### src/include/hfd_pkg.sv
// shared constants, register map and state codes of the frame decoder
// assumes a 100 MHz pclk and a 7-bit byte address into waveform memory
package hfd_pkg;
    // register byte offsets on the APB slave
    localparam logic [7:0] OFS_CTRL = 8'h00;
    localparam logic [7:0] OFS_FADDR = 8'h04;
    localparam logic [7:0] OFS_ISTAT = 8'h08;
    localparam logic [7:0] OFS_IMASK = 8'h0c;
    localparam logic [7:0] OFS_DEC = 8'h10;
    localparam logic [7:0] OFS_RATE = 8'h14;
    localparam logic [7:0] OFS_PER = 8'h18;
    localparam logic [7:0] OFS_NEXT = 8'h1c;
    localparam int CTRL_GO = 0;
    localparam int CTRL_FAST = 1;
    localparam int CTRL_TRK = 2;
    localparam int IRQ_FAULT = 0;
    localparam int IRQ_DONE = 1;
    localparam int IRQ_RATE = 2;
    localparam logic [2:0] IRQ_MASK_RST = 3'h0;
    // frame byte fields
    localparam int KIND_BIT = 7;
    localparam int ATT_LSB = 5;
    localparam int STEP_LSB = 3;
    localparam int REP_LSB = 3;
    localparam int RATE_FLAG_BIT = 2;
    localparam int RATE_MSB_BIT = 1;
    localparam int IDX_HI_BIT = 0;
    // timing
    localparam int CLK_NS = 10;
    localparam int BASE_UNIT_NS = 1360000;
    localparam int BASE_UNIT_CYC = BASE_UNIT_NS / CLK_NS;
    localparam int RATE_STEP_HZ = 2;
    localparam int RATE_MIN_HZ = 25;
    localparam int PERIOD_NUM_US = 1000000;
    localparam logic [3:0] SILENT_UNITS = 4'h2;
    localparam int MEM_AW = 7;

    typedef enum logic [5:0] {
        ST_IDLE = 6'h01,
        ST_B1 = 6'h02,
        ST_B2 = 6'h04,
        ST_B3 = 6'h08,
        ST_PLAY = 6'h10,
        ST_WAIT = 6'h20
    } hfd_state_t;

    // time unit as a multiple of the 1.36 ms base unit
    function automatic logic [6:0] unit_mult(input logic fast,
                                             input logic [1:0] sel);
        case ({fast, sel})
            3'b000: unit_mult = 7'h04;
            3'b001: unit_mult = 7'h10;
            3'b010: unit_mult = 7'h20;
            3'b011: unit_mult = 7'h40;
            3'b100: unit_mult = 7'h01;
            3'b101: unit_mult = 7'h04;
            3'b110: unit_mult = 7'h10;
            default: unit_mult = 7'h20;
        endcase
    endfunction : unit_mult
endpackage : hfd_pkg

### src/hfd_frame_decoder.sv
// haptic frame decoder: fetches 1-3 byte frame records from waveform
// memory, decodes them and paces snippet playback.
// assumes memory data is valid while mem_rd is high, and that the
// player pulses snip_done at the end of each snippet pass.
`timescale 1ns/100ps
module hfd_frame_decoder #(
    parameter int BASE_CYC = hfd_pkg::BASE_UNIT_CYC
) (
    input wire logic pclk,
    input wire logic presetn,
    input wire logic [7:0] paddr,
    input wire logic psel,
    input wire logic penable,
    input wire logic pwrite,
    input wire logic [31:0] pwdata,
    output logic [31:0] prdata,
    output logic pready,
    output logic pslverr,
    output logic irq,
    output logic [6:0] mem_addr,
    output logic mem_rd,
    input wire logic [7:0] mem_rdata,
    output logic snip_start,
    output logic [3:0] snip_index,
    output logic snip_from_first,
    input wire logic snip_done,
    input wire logic pt_start,
    input wire logic [2:0] pt_time,
    input wire logic [3:0] pt_amp,
    output logic pt_done,
    output logic [3:0] drive_amp,
    output logic silent_active,
    output logic [8:0] drive_rate,
    output logic drive_rate_upd,
    output logic track_en
);
    hfd_pkg::hfd_state_t state;
    logic fast;
    logic [6:0] frame_addr;
    logic [2:0] irq_stat;
    logic [2:0] irq_mask;
    logic [1:0] atten;
    logic [1:0] step;
    logic [2:0] idx_low;
    logic idx_high;
    logic [3:0] rep;
    logic rate_msb;
    logic [3:0] iter;
    logic [3:0] units_left;
    logic [15:0] active_period;
    logic [6:0] next_addr;
    logic tick;
    logic div_done;
    logic [15:0] div_q;

    // bus decode
    wire acc = psel && penable;
    wire wr = acc && pwrite && pready;
    wire sel_ctrl = paddr == hfd_pkg::OFS_CTRL;
    wire sel_faddr = paddr == hfd_pkg::OFS_FADDR;
    wire sel_istat = paddr == hfd_pkg::OFS_ISTAT;
    wire sel_imask = paddr == hfd_pkg::OFS_IMASK;
    wire sel_dec = paddr == hfd_pkg::OFS_DEC;
    wire sel_rate = paddr == hfd_pkg::OFS_RATE;
    wire sel_per = paddr == hfd_pkg::OFS_PER;
    wire sel_next = paddr == hfd_pkg::OFS_NEXT;
    wire hit = sel_ctrl | sel_faddr | sel_istat | sel_imask | sel_dec
             | sel_rate | sel_per | sel_next;
    wire idle = state == hfd_pkg::ST_IDLE;
    wire [31:0] rd_ctrl = {29'h0, track_en, fast, 1'b0};
    wire [31:0] rd_dec = {19'h0, !idle, rep, step, atten, snip_index};
    wire [31:0] rd_mux =
        sel_ctrl ? rd_ctrl :
        sel_faddr ? {25'h0, frame_addr} :
        sel_istat ? {29'h0, irq_stat} :
        sel_imask ? {29'h0, irq_mask} :
        sel_dec ? rd_dec :
        sel_rate ? {23'h0, drive_rate} :
        sel_per ? {16'h0, active_period} :
        sel_next ? {25'h0, next_addr} : 32'h0;
    // a go while a frame is running is dropped, not queued
    wire go = wr && sel_ctrl && pwdata[hfd_pkg::CTRL_GO] && idle;

    // frame byte decode
    wire kind = mem_rdata[hfd_pkg::KIND_BIT];
    wire in_b1 = state == hfd_pkg::ST_B1;
    wire in_b2 = state == hfd_pkg::ST_B2;
    wire in_b3 = state == hfd_pkg::ST_B3;
    wire b1_bad = in_b1 && kind;
    wire b2_ok = in_b2 && kind;
    wire b2_rate = b2_ok && mem_rdata[hfd_pkg::RATE_FLAG_BIT];
    wire silent = snip_index == 4'h0;

    // point timing and iteration end
    wire pt_end = tick && units_left == 4'h1;
    wire pt_load = pt_start && !silent_active;
    wire in_play = state == hfd_pkg::ST_PLAY;
    wire in_wait = state == hfd_pkg::ST_WAIT;
    wire iter_end = in_wait && (silent_active ? pt_end : snip_done);
    wire frame_end = iter_end && iter == rep;

    // sticky events, set wins over a same-cycle clear
    wire [2:0] ev = {div_done, frame_end, b1_bad};
    wire [2:0] w1c = (wr && sel_istat) ? pwdata[2:0] : 3'h0;
    wire [2:0] next_stat = (irq_stat & ~w1c) | ev;

    hfd_unit_timer #(
        .BASE_CYC(BASE_CYC)
    ) u_timer (
        .pclk(pclk),
        .presetn(presetn),
        .restart(pt_load || (in_play && silent)),
        .fast(fast),
        .sel(step),
        .tick(tick)
    );

    hfd_period_calc u_period (
        .pclk(pclk),
        .presetn(presetn),
        .start(in_b3),
        .rate_word({rate_msb, mem_rdata}),
        .period(div_q),
        .done(div_done)
    );

    // APB slave: one wait state so read data leaves a flop
    always_ff @(posedge pclk or negedge presetn)
    begin
        if (!presetn)
        begin
            pready <= 1'b0;
            pslverr <= 1'b0;
            prdata <= 32'h0;
        end
        else
        begin
            pready <= acc && !pready;
            if (acc && !pready)
            begin
                prdata <= pwrite ? 32'h0 : rd_mux;
                pslverr <= !hit;
            end
        end
    end

    // software registers and interrupt
    always_ff @(posedge pclk or negedge presetn)
    begin
        if (!presetn)
        begin
            fast <= 1'b0;
            track_en <= 1'b0;
            frame_addr <= 7'h0;
            irq_mask <= hfd_pkg::IRQ_MASK_RST;
            irq_stat <= 3'h0;
            irq <= 1'b0;
            active_period <= 16'h0;
        end
        else
        begin
            if (wr && sel_ctrl)
            begin
                fast <= pwdata[hfd_pkg::CTRL_FAST];
                track_en <= pwdata[hfd_pkg::CTRL_TRK];
            end
            if (wr && sel_faddr)
                frame_addr <= pwdata[6:0];
            if (wr && sel_imask)
                irq_mask <= pwdata[2:0];
            irq_stat <= next_stat;
            irq <= |(next_stat & irq_mask);
            if (div_done)
                active_period <= div_q;
        end
    end

    // frame fetch and playback sequencer
    always_ff @(posedge pclk or negedge presetn)
    begin
        if (!presetn)
        begin
            state <= hfd_pkg::ST_IDLE;
            mem_addr <= 7'h0;
            mem_rd <= 1'b0;
            next_addr <= 7'h0;
            atten <= 2'h0;
            step <= 2'h0;
            idx_low <= 3'h0;
            idx_high <= 1'b0;
            rep <= 4'h0;
            rate_msb <= 1'b0;
            iter <= 4'h0;
            snip_start <= 1'b0;
            snip_from_first <= 1'b0;
        end
        else
        begin
            mem_rd <= 1'b0;
            snip_start <= 1'b0;
            case (state)
                hfd_pkg::ST_IDLE:
                begin
                    if (go)
                    begin
                        mem_addr <= frame_addr;
                        mem_rd <= 1'b1;
                        state <= hfd_pkg::ST_B1;
                    end
                end
                hfd_pkg::ST_B1:
                begin
                    if (b1_bad)
                    begin
                        next_addr <= mem_addr;
                        state <= hfd_pkg::ST_IDLE;
                    end
                    else
                    begin
                        atten <= mem_rdata[hfd_pkg::ATT_LSB +: 2];
                        step <= mem_rdata[hfd_pkg::STEP_LSB +: 2];
                        idx_low <= mem_rdata[2:0];
                        mem_addr <= mem_addr + 7'h1;
                        mem_rd <= 1'b1;
                        state <= hfd_pkg::ST_B2;
                    end
                end
                hfd_pkg::ST_B2:
                begin
                    // a kind-zero byte opens the next frame; leave it
                    idx_high <= b2_ok && mem_rdata[hfd_pkg::IDX_HI_BIT];
                    rep <= b2_ok ? mem_rdata[hfd_pkg::REP_LSB +: 4] : 4'h0;
                    rate_msb <= mem_rdata[hfd_pkg::RATE_MSB_BIT];
                    iter <= 4'h0;
                    if (b2_rate)
                    begin
                        mem_addr <= mem_addr + 7'h1;
                        mem_rd <= 1'b1;
                        state <= hfd_pkg::ST_B3;
                    end
                    else
                    begin
                        next_addr <= b2_ok ? mem_addr + 7'h1 : mem_addr;
                        state <= hfd_pkg::ST_PLAY;
                    end
                end
                hfd_pkg::ST_B3:
                begin
                    next_addr <= mem_addr + 7'h1;
                    state <= hfd_pkg::ST_PLAY;
                end
                hfd_pkg::ST_PLAY:
                begin
                    snip_start <= !silent;
                    snip_from_first <= iter != 4'h0;
                    state <= hfd_pkg::ST_WAIT;
                end
                hfd_pkg::ST_WAIT:
                begin
                    if (frame_end)
                        state <= hfd_pkg::ST_IDLE;
                    else if (iter_end)
                    begin
                        iter <= iter + 4'h1;
                        state <= hfd_pkg::ST_PLAY;
                    end
                end
                default: state <= hfd_pkg::ST_IDLE;
            endcase
        end
    end

    assign snip_index = {idx_high, idx_low};

    // drive rate holds across frames; only a rate byte moves it
    always_ff @(posedge pclk or negedge presetn)
    begin
        if (!presetn)
        begin
            drive_rate <= 9'h0;
            drive_rate_upd <= 1'b0;
        end
        else
        begin
            drive_rate_upd <= in_b3;
            if (in_b3)
                drive_rate <= {rate_msb, mem_rdata};
        end
    end

    // point and silence timer; gain applied per point
    always_ff @(posedge pclk or negedge presetn)
    begin
        if (!presetn)
        begin
            units_left <= 4'h0;
            silent_active <= 1'b0;
            pt_done <= 1'b0;
            drive_amp <= 4'h0;
        end
        else
        begin
            pt_done <= pt_end && !silent_active;
            if (in_play && silent)
            begin
                silent_active <= 1'b1;
                units_left <= hfd_pkg::SILENT_UNITS;
                drive_amp <= 4'h0;
            end
            else if (pt_load)
            begin
                units_left <= {1'b0, pt_time} + 4'h1;
                drive_amp <= pt_amp >> atten;
            end
            else if (tick && units_left != 4'h0)
                units_left <= units_left - 4'h1;
            if (iter_end && silent_active)
                silent_active <= 1'b0;
        end
    end
endmodule : hfd_frame_decoder

### src/hfd_period_calc.sv
// drive rate word to period in microseconds, serial restoring divider
// assumes start is not repeated within 21 cycles of the previous one
`timescale 1ns/100ps
module hfd_period_calc (
    input wire logic pclk,
    input wire logic presetn,
    input wire logic start,
    input wire logic [8:0] rate_word,
    output logic [15:0] period,
    output logic done
);
    localparam logic [19:0] NUM = 20'(hfd_pkg::PERIOD_NUM_US);
    localparam logic [9:0] MIN_HZ = 10'(hfd_pkg::RATE_MIN_HZ);
    localparam logic [9:0] STEP = 10'(hfd_pkg::RATE_STEP_HZ);
    logic [19:0] quo;
    logic [10:0] rem;
    logic [9:0] div;
    logic [4:0] cnt;
    wire [9:0] hz = 10'(rate_word * STEP);
    wire [9:0] hz_clamp = hz < MIN_HZ ? MIN_HZ : hz;
    wire [10:0] trial = {rem[9:0], quo[19]};
    wire ge = trial >= {1'b0, div};

    always_ff @(posedge pclk or negedge presetn)
    begin
        if (!presetn)
        begin
            quo <= 20'h0;
            rem <= 11'h0;
            div <= 10'h0;
            cnt <= 5'h0;
            period <= 16'h0;
            done <= 1'b0;
        end
        else if (start)
        begin
            quo <= NUM;
            rem <= 11'h0;
            div <= hz_clamp;
            cnt <= 5'h14;
            done <= 1'b0;
        end
        else
        begin
            done <= cnt == 5'h1;
            if (cnt != 5'h0)
            begin
                quo <= {quo[18:0], ge};
                rem <= ge ? trial - {1'b0, div} : trial;
                cnt <= cnt - 5'h1;
                if (cnt == 5'h1)
                    period <= {quo[14:0], ge};
            end
        end
    end
endmodule : hfd_period_calc

### src/hfd_unit_timer.sv
// snippet time-unit tick generator
// assumes restart is pulsed when a point starts so the first unit is whole
`timescale 1ns/100ps
module hfd_unit_timer #(
    parameter int BASE_CYC = hfd_pkg::BASE_UNIT_CYC
) (
    input wire logic pclk,
    input wire logic presetn,
    input wire logic restart,
    input wire logic fast,
    input wire logic [1:0] sel,
    output logic tick
);
    logic [17:0] pre;
    logic [6:0] mul;
    wire [6:0] lim = hfd_pkg::unit_mult(fast, sel);
    wire pre_end = pre == 18'(BASE_CYC - 1);
    wire mul_end = mul == lim - 7'h01;

    always_ff @(posedge pclk or negedge presetn)
    begin
        if (!presetn)
        begin
            pre <= 18'h0;
            mul <= 7'h0;
            tick <= 1'b0;
        end
        else if (restart)
        begin
            pre <= 18'h0;
            mul <= 7'h0;
            tick <= 1'b0;
        end
        else
        begin
            pre <= pre_end ? 18'h0 : pre + 18'h1;
            if (pre_end)
                mul <= mul_end ? 7'h0 : mul + 7'h1;
            tick <= pre_end && mul_end;
        end
    end
endmodule : hfd_unit_timer
### config.mk
export PLATFORM = sky130hd
export DESIGN_NAME = hfd_frame_decoder
export DESIGN_NICKNAME = d
export VERILOG_FILES = /design/src/include/hfd_pkg.sv /design/src/hfd_frame_decoder.sv /design/src/hfd_period_calc.sv /design/src/hfd_unit_timer.sv
export SDC_FILE = /design/constraint.sdc
export NUM_CORES = 1
export LEC_CHECK = 0
export BUFFER_PORTS_ARGS = -buffer_cell sky130_fd_sc_hd__buf_2
export CAP_MARGIN = 20
export CORE_ASPECT_RATIO = 1.75
export CORE_UTILIZATION = 60
export CTS_BUF_LIST = sky130_fd_sc_hd__clkbuf_8
export DETAILED_ROUTE_END_ITERATION = 8
export GPL_TIMING_DRIVEN = 0
export PLACE_DENSITY = 0.86
export REMOVE_ABC_BUFFERS = 1
export SLEW_MARGIN = 15
export SYNTH_ARGS = -nofsm -noshare
export SYNTH_HDL_FRONTEND = slang
export SYNTH_HIERARCHICAL = 1
export SYNTH_SLANG_ARGS = --single-unit
### constraint.sdc
create_clock -name pclk -period 3.5 [get_ports pclk]
set_input_delay 0 -clock pclk [delete_from_list [all_inputs] [get_ports pclk]]
set_output_delay 0 -clock pclk [all_outputs]
set_load 0.01 [all_outputs]
==> summary.md <==
| Metric | Value |
|---|---|
| CP endpoint kind | `flop` |
| Wire per inst | `18.2 µm` |
| Net switching power figure | `1.09 mW` |
| Final setup vio count | `0` |
| Placed insts | `1265` |
| Hold wc startpoint | `pt_start` |
| Overflow after GRT | `0` |
| Vias in the first global route | `a little over 8000` |
| RSZ-0062 raised after global routing | `false` |
| Final clock skew | `roughly 0.013 ns` |
| GPL Wtd Cong | `slightly above 0.9` |
| Yosys warns | `6` |
| Most used routing layer | `met2` |
| Core Region | `16900 µm²` |
| Req. time, crit path | `3.88 ns` |
| Max Root-Sink Buffers | `2` |
| Kind of critical path | `reg2reg` |
| Max-slew headroom | `a little over a quarter` |
| Sequential share of the synthesized area | `about half` |
| Main synth FF type | `dfrtp_1` |
| Setup TNS | `0 ns` |
| Seq cells post-synth | `198` |
| Iter 0 DRT Violations | `approximately 540` |
| Switching part of the total | `26.5%` |
| Cell row count | `63` |
| PD cells | `359 nW/µm²` |
| Seq pwr share | `57.3%` |
| Total clock sinks | `roughly 200` |
| Met3 Use GR | `6.44%` |
| Total wire length | `24.1 mm` |
| Worst vdd ir | `roughly 0.42 mV` |
| Setup ws final | `0.259 ns` |
| Final hold vios | `0` |
| Fin nets | `1173` |
| Slew at the pin with the worst max-slew slack | `1.09 ns` |
| Clock slew at reported path FFs | `0.11 ns` |
| Leak Pwr | `5.52 nW` |
| H-tree Lvls | `4` |
| Port Buf Inserts | `86` |
| Mapped Cells | `1006` |
| Post-DRT Antenna Nets | `0` |
| Post-DP HPWL | `16.7 mm` |
| CP startpoint | `state[1]` |
| Die area | `between 15000 and 20000 µm²` |
| Total power | `4.10 mW` |
| Hold/Removal Path Class | `in2reg` |
| Combinational share of power | `roughly 6.6%` |
| Pre-CTS WS | `0.338 ns` |
| Status | `complete, no violations` |
| GRT Util Overall | `between 20% and 30%` |
| Placed instance area | `approximately 11000 µm²` |
| Routed vias/inst | `5.98` |
| Internal power | `3.01 mW` |
| Asr flop ratio synth | `100%` |
| Number of fill cells in the layout | `1289` |
| Clk pwr share | `36.1%` |
| Met1 Use GR | `33.5%` |
| Post-route DRC | `0` |
| Min Clock Period, post-route | `3.24 ns` |
| Die width | `101 µm` |
| Largest net degree at the start of global routing | `slightly above 100` |
| Clock Latency Late Sink | `0.49 ns` |
| Post-synth EDFFs | `0` |
| Slew Limit Fails | `0` |
| Share of layout cells above drive strength 1 | `18.9%` |
| Maxcap violations | `0` |
| Final instance area | `11400 µm²` |
| Worst R2R Start | `state[1]` |
| CTS tree | `done` |
| Post-route insts no fill | `1328` |
| Initial core utilization | `60.9%` |
| Initial antenna violation count | `0` |
| 1st-pass router iterations | `5` |
| Distinct cell type count after synthesis | `between 80 and 90` |
| I/O pin count | `roughly 130` |
| Met2 layer usage reported by global route | `49.7%` |
| First-pass GRT wire length | `40.1 mm` |
| Syn_area_per_cell | `10.2 µm²` |
| Root Buffer | `clkbuf_8` |
| Final Cycle Share | `92.6%` |
| Die height | `175 µm` |
| Arr. time, crit path | `between 3 and 4 ns` |
| Crit start category | `flop` |
| Fmax | `309 MHz` |
| Via count of the routed design | `approximately 7900` |
| Critical Path Fanout Max | `62` |
| Layout area overhead | `11.3%` |
| Clock buffer count from CTS | `17` |
| Mapped cell area | `10300 µm²` |
| N_diodes | `0` |
-- registers in the layout (all words and copies together), names as in the netlist, 4 cells and up --
name and count:
iter 4, u_timer/mul 7, drive_amp 4, mem_addr 7
rep 4, active_period 16, u_period/quo 20, u_period/period 16
prdata 16, u_period/rem 10, frame_addr 7, u_period/cnt 5
units_left 4, next_addr 7, u_timer/pre 18, state 6
drive_rate 9, u_period/div 10
-- power by group through the flow --
stage | registers, mW | clock network, mW | logic, mW
after CTS | 2.35 | 1.50 | 0.269
after detailed placement | 2.39 | 0 | 0.243
final | 2.35 | 1.48 | 0.271
after global placement | 2.39 | 0 | 0.229
after global routing | 2.36 | 1.60 | 0.301
after floorplan | 2.39 | 0 | 0.103
-- cell usage after synthesis (5+ instances only) --
cell / count / share of area, %
nor3_1: 18 / 0.88
nor4_1: 11 / 0.67
nand2_1: 149 / 5.4
xor2_1: 21 / 1.8
nand2b_1: 5 / 0.30
buf_2: 13 / 0.63
nor2b_1: 11 / 0.67
mux2_2: 49 / 5.4
nand3_1: 21 / 1.0
xnor2_1: 17 / 1.4
and2_1: 6 / 0.37
clkbuf_1: 28 / 1.0
buf_4: 23 / 1.7
o21ai_0: 43 / 2.1
o31ai_1: 7 / 0.51
inv_1: 31 / 1.1
mux4_2: 6 / 1.3
nand4b_1: 7 / 0.60
and3_1: 13 / 0.79
dfrtp_1: 197 / 48
a221o_1: 6 / 0.58
a21o_1: 9 / 0.66
nor2_1: 66 / 2.4
a21oi_1: 50 / 2.4
o211ai_1: 5 / 0.37
mux2i_1: 13 / 1.3
nand4_1: 11 / 0.67
ha_1: 22 / 2.7
a211oi_1: 12 / 0.88
or3_1: 10 / 0.61
nor3b_1: 7 / 0.51
a22o_1: 11 / 0.94
o22ai_1: 6 / 0.37
a31oi_1: 11 / 0.67
nand3b_1: 13 / 0.95
-- worst max-delay path, cell delays in order, from the launching register on --
cell      delay (ns)
dfrtp_1         0.67
nor2_1          0.10
nand4b_1        0.50
clkinv_2        0.22
buf_12          0.24
and3b_1         0.25
nor2b_2         0.69
mux2_2          0.42
-- placed cells by master (no fill, tap or decap), types with 21 or more instances in the layout --
master         Yosys  final
inv_1             31     31
buf_2             13     85
a21oi_1           50     50
ha_1              22     22
nor2_1            66     66
dfrtp_1          197    197
nand3_1           21     21
xor2_1            21     21
o21ai_0           43     43
nand2_1          149    149
mux2_2            49     49
dlygate4sd3_1      0     31
-- cell type report --
class                           instances  area [µm²]  area share [%]
Clock inverter                         15         161            1.41
Tap cell                              227         284            2.48
Multi-Input combinational cell        719        4870            42.6
Clock buffer                           17         234            2.05
Timing Repair Buffer                  120         810            7.08
Sequential cell                       198        4960            43.4
Inverter                               32         121            1.06
-- timing repair --
action / 4_1_cts / 5_1_grt
endpoints found under the hold margin: 161 / 0
resized for setup: 0 / 0
buffers inserted: 0 / 0
hold buffers: 31 / 0
-- routing by layer --
metal	vias up	share of wire (%)
met3	93	4.8
li1	3698	-
met4	0	6.3
met1	3894	37
met2	263	52
met5	-	0
-- stage by stage --
| stage | util [%] | hold WS [ns] |
|---|---|---|
| 2_1_floorplan | - | -0.296 |
| 3_3_place_gp | 63.1 | 0.206 |
| 3_5_place_dp | 63.6 | 0.0861 |
| 4_1_cts | 67.8 | 0.0159 |
| 5_1_grt | 67.8 | 0.0563 |
| 6_report | 67.8 | 0.0411 |
-- path summary, 6_finish.rpt --
path,endpoint,slack (ns),depth (start not counted)
worst max-delay path,u_period/period[14],0.26,7
max in group asynchronous,snip_from_first,2.42,3
min in group asynchronous,irq,0.11,2
worst max register to register,u_period/period[14],0.26,7
worst min register to register,snip_from_first,0.49,1
worst min-delay path,drive_amp[2],0.04,4
-- cells by family (layout without fill, tap and decap cells) --
logic type                 after synthesis  after routing  synth area share [%]
AOI/OAI and AO/OA                      190            190                  12.7
xor gates and xnor gates                38             38                  3.24
adders and majority gates               23             23                  2.87
buffers and inverters                  104            184                  5.05
DFF                                    198            198                  48.2
muxes                                   69             69                  8.10
other                                    1             16                0.0365
and+or+nand+nor                        383            383                  19.8
Note: power is estimated with default switching activity, not from simulation.
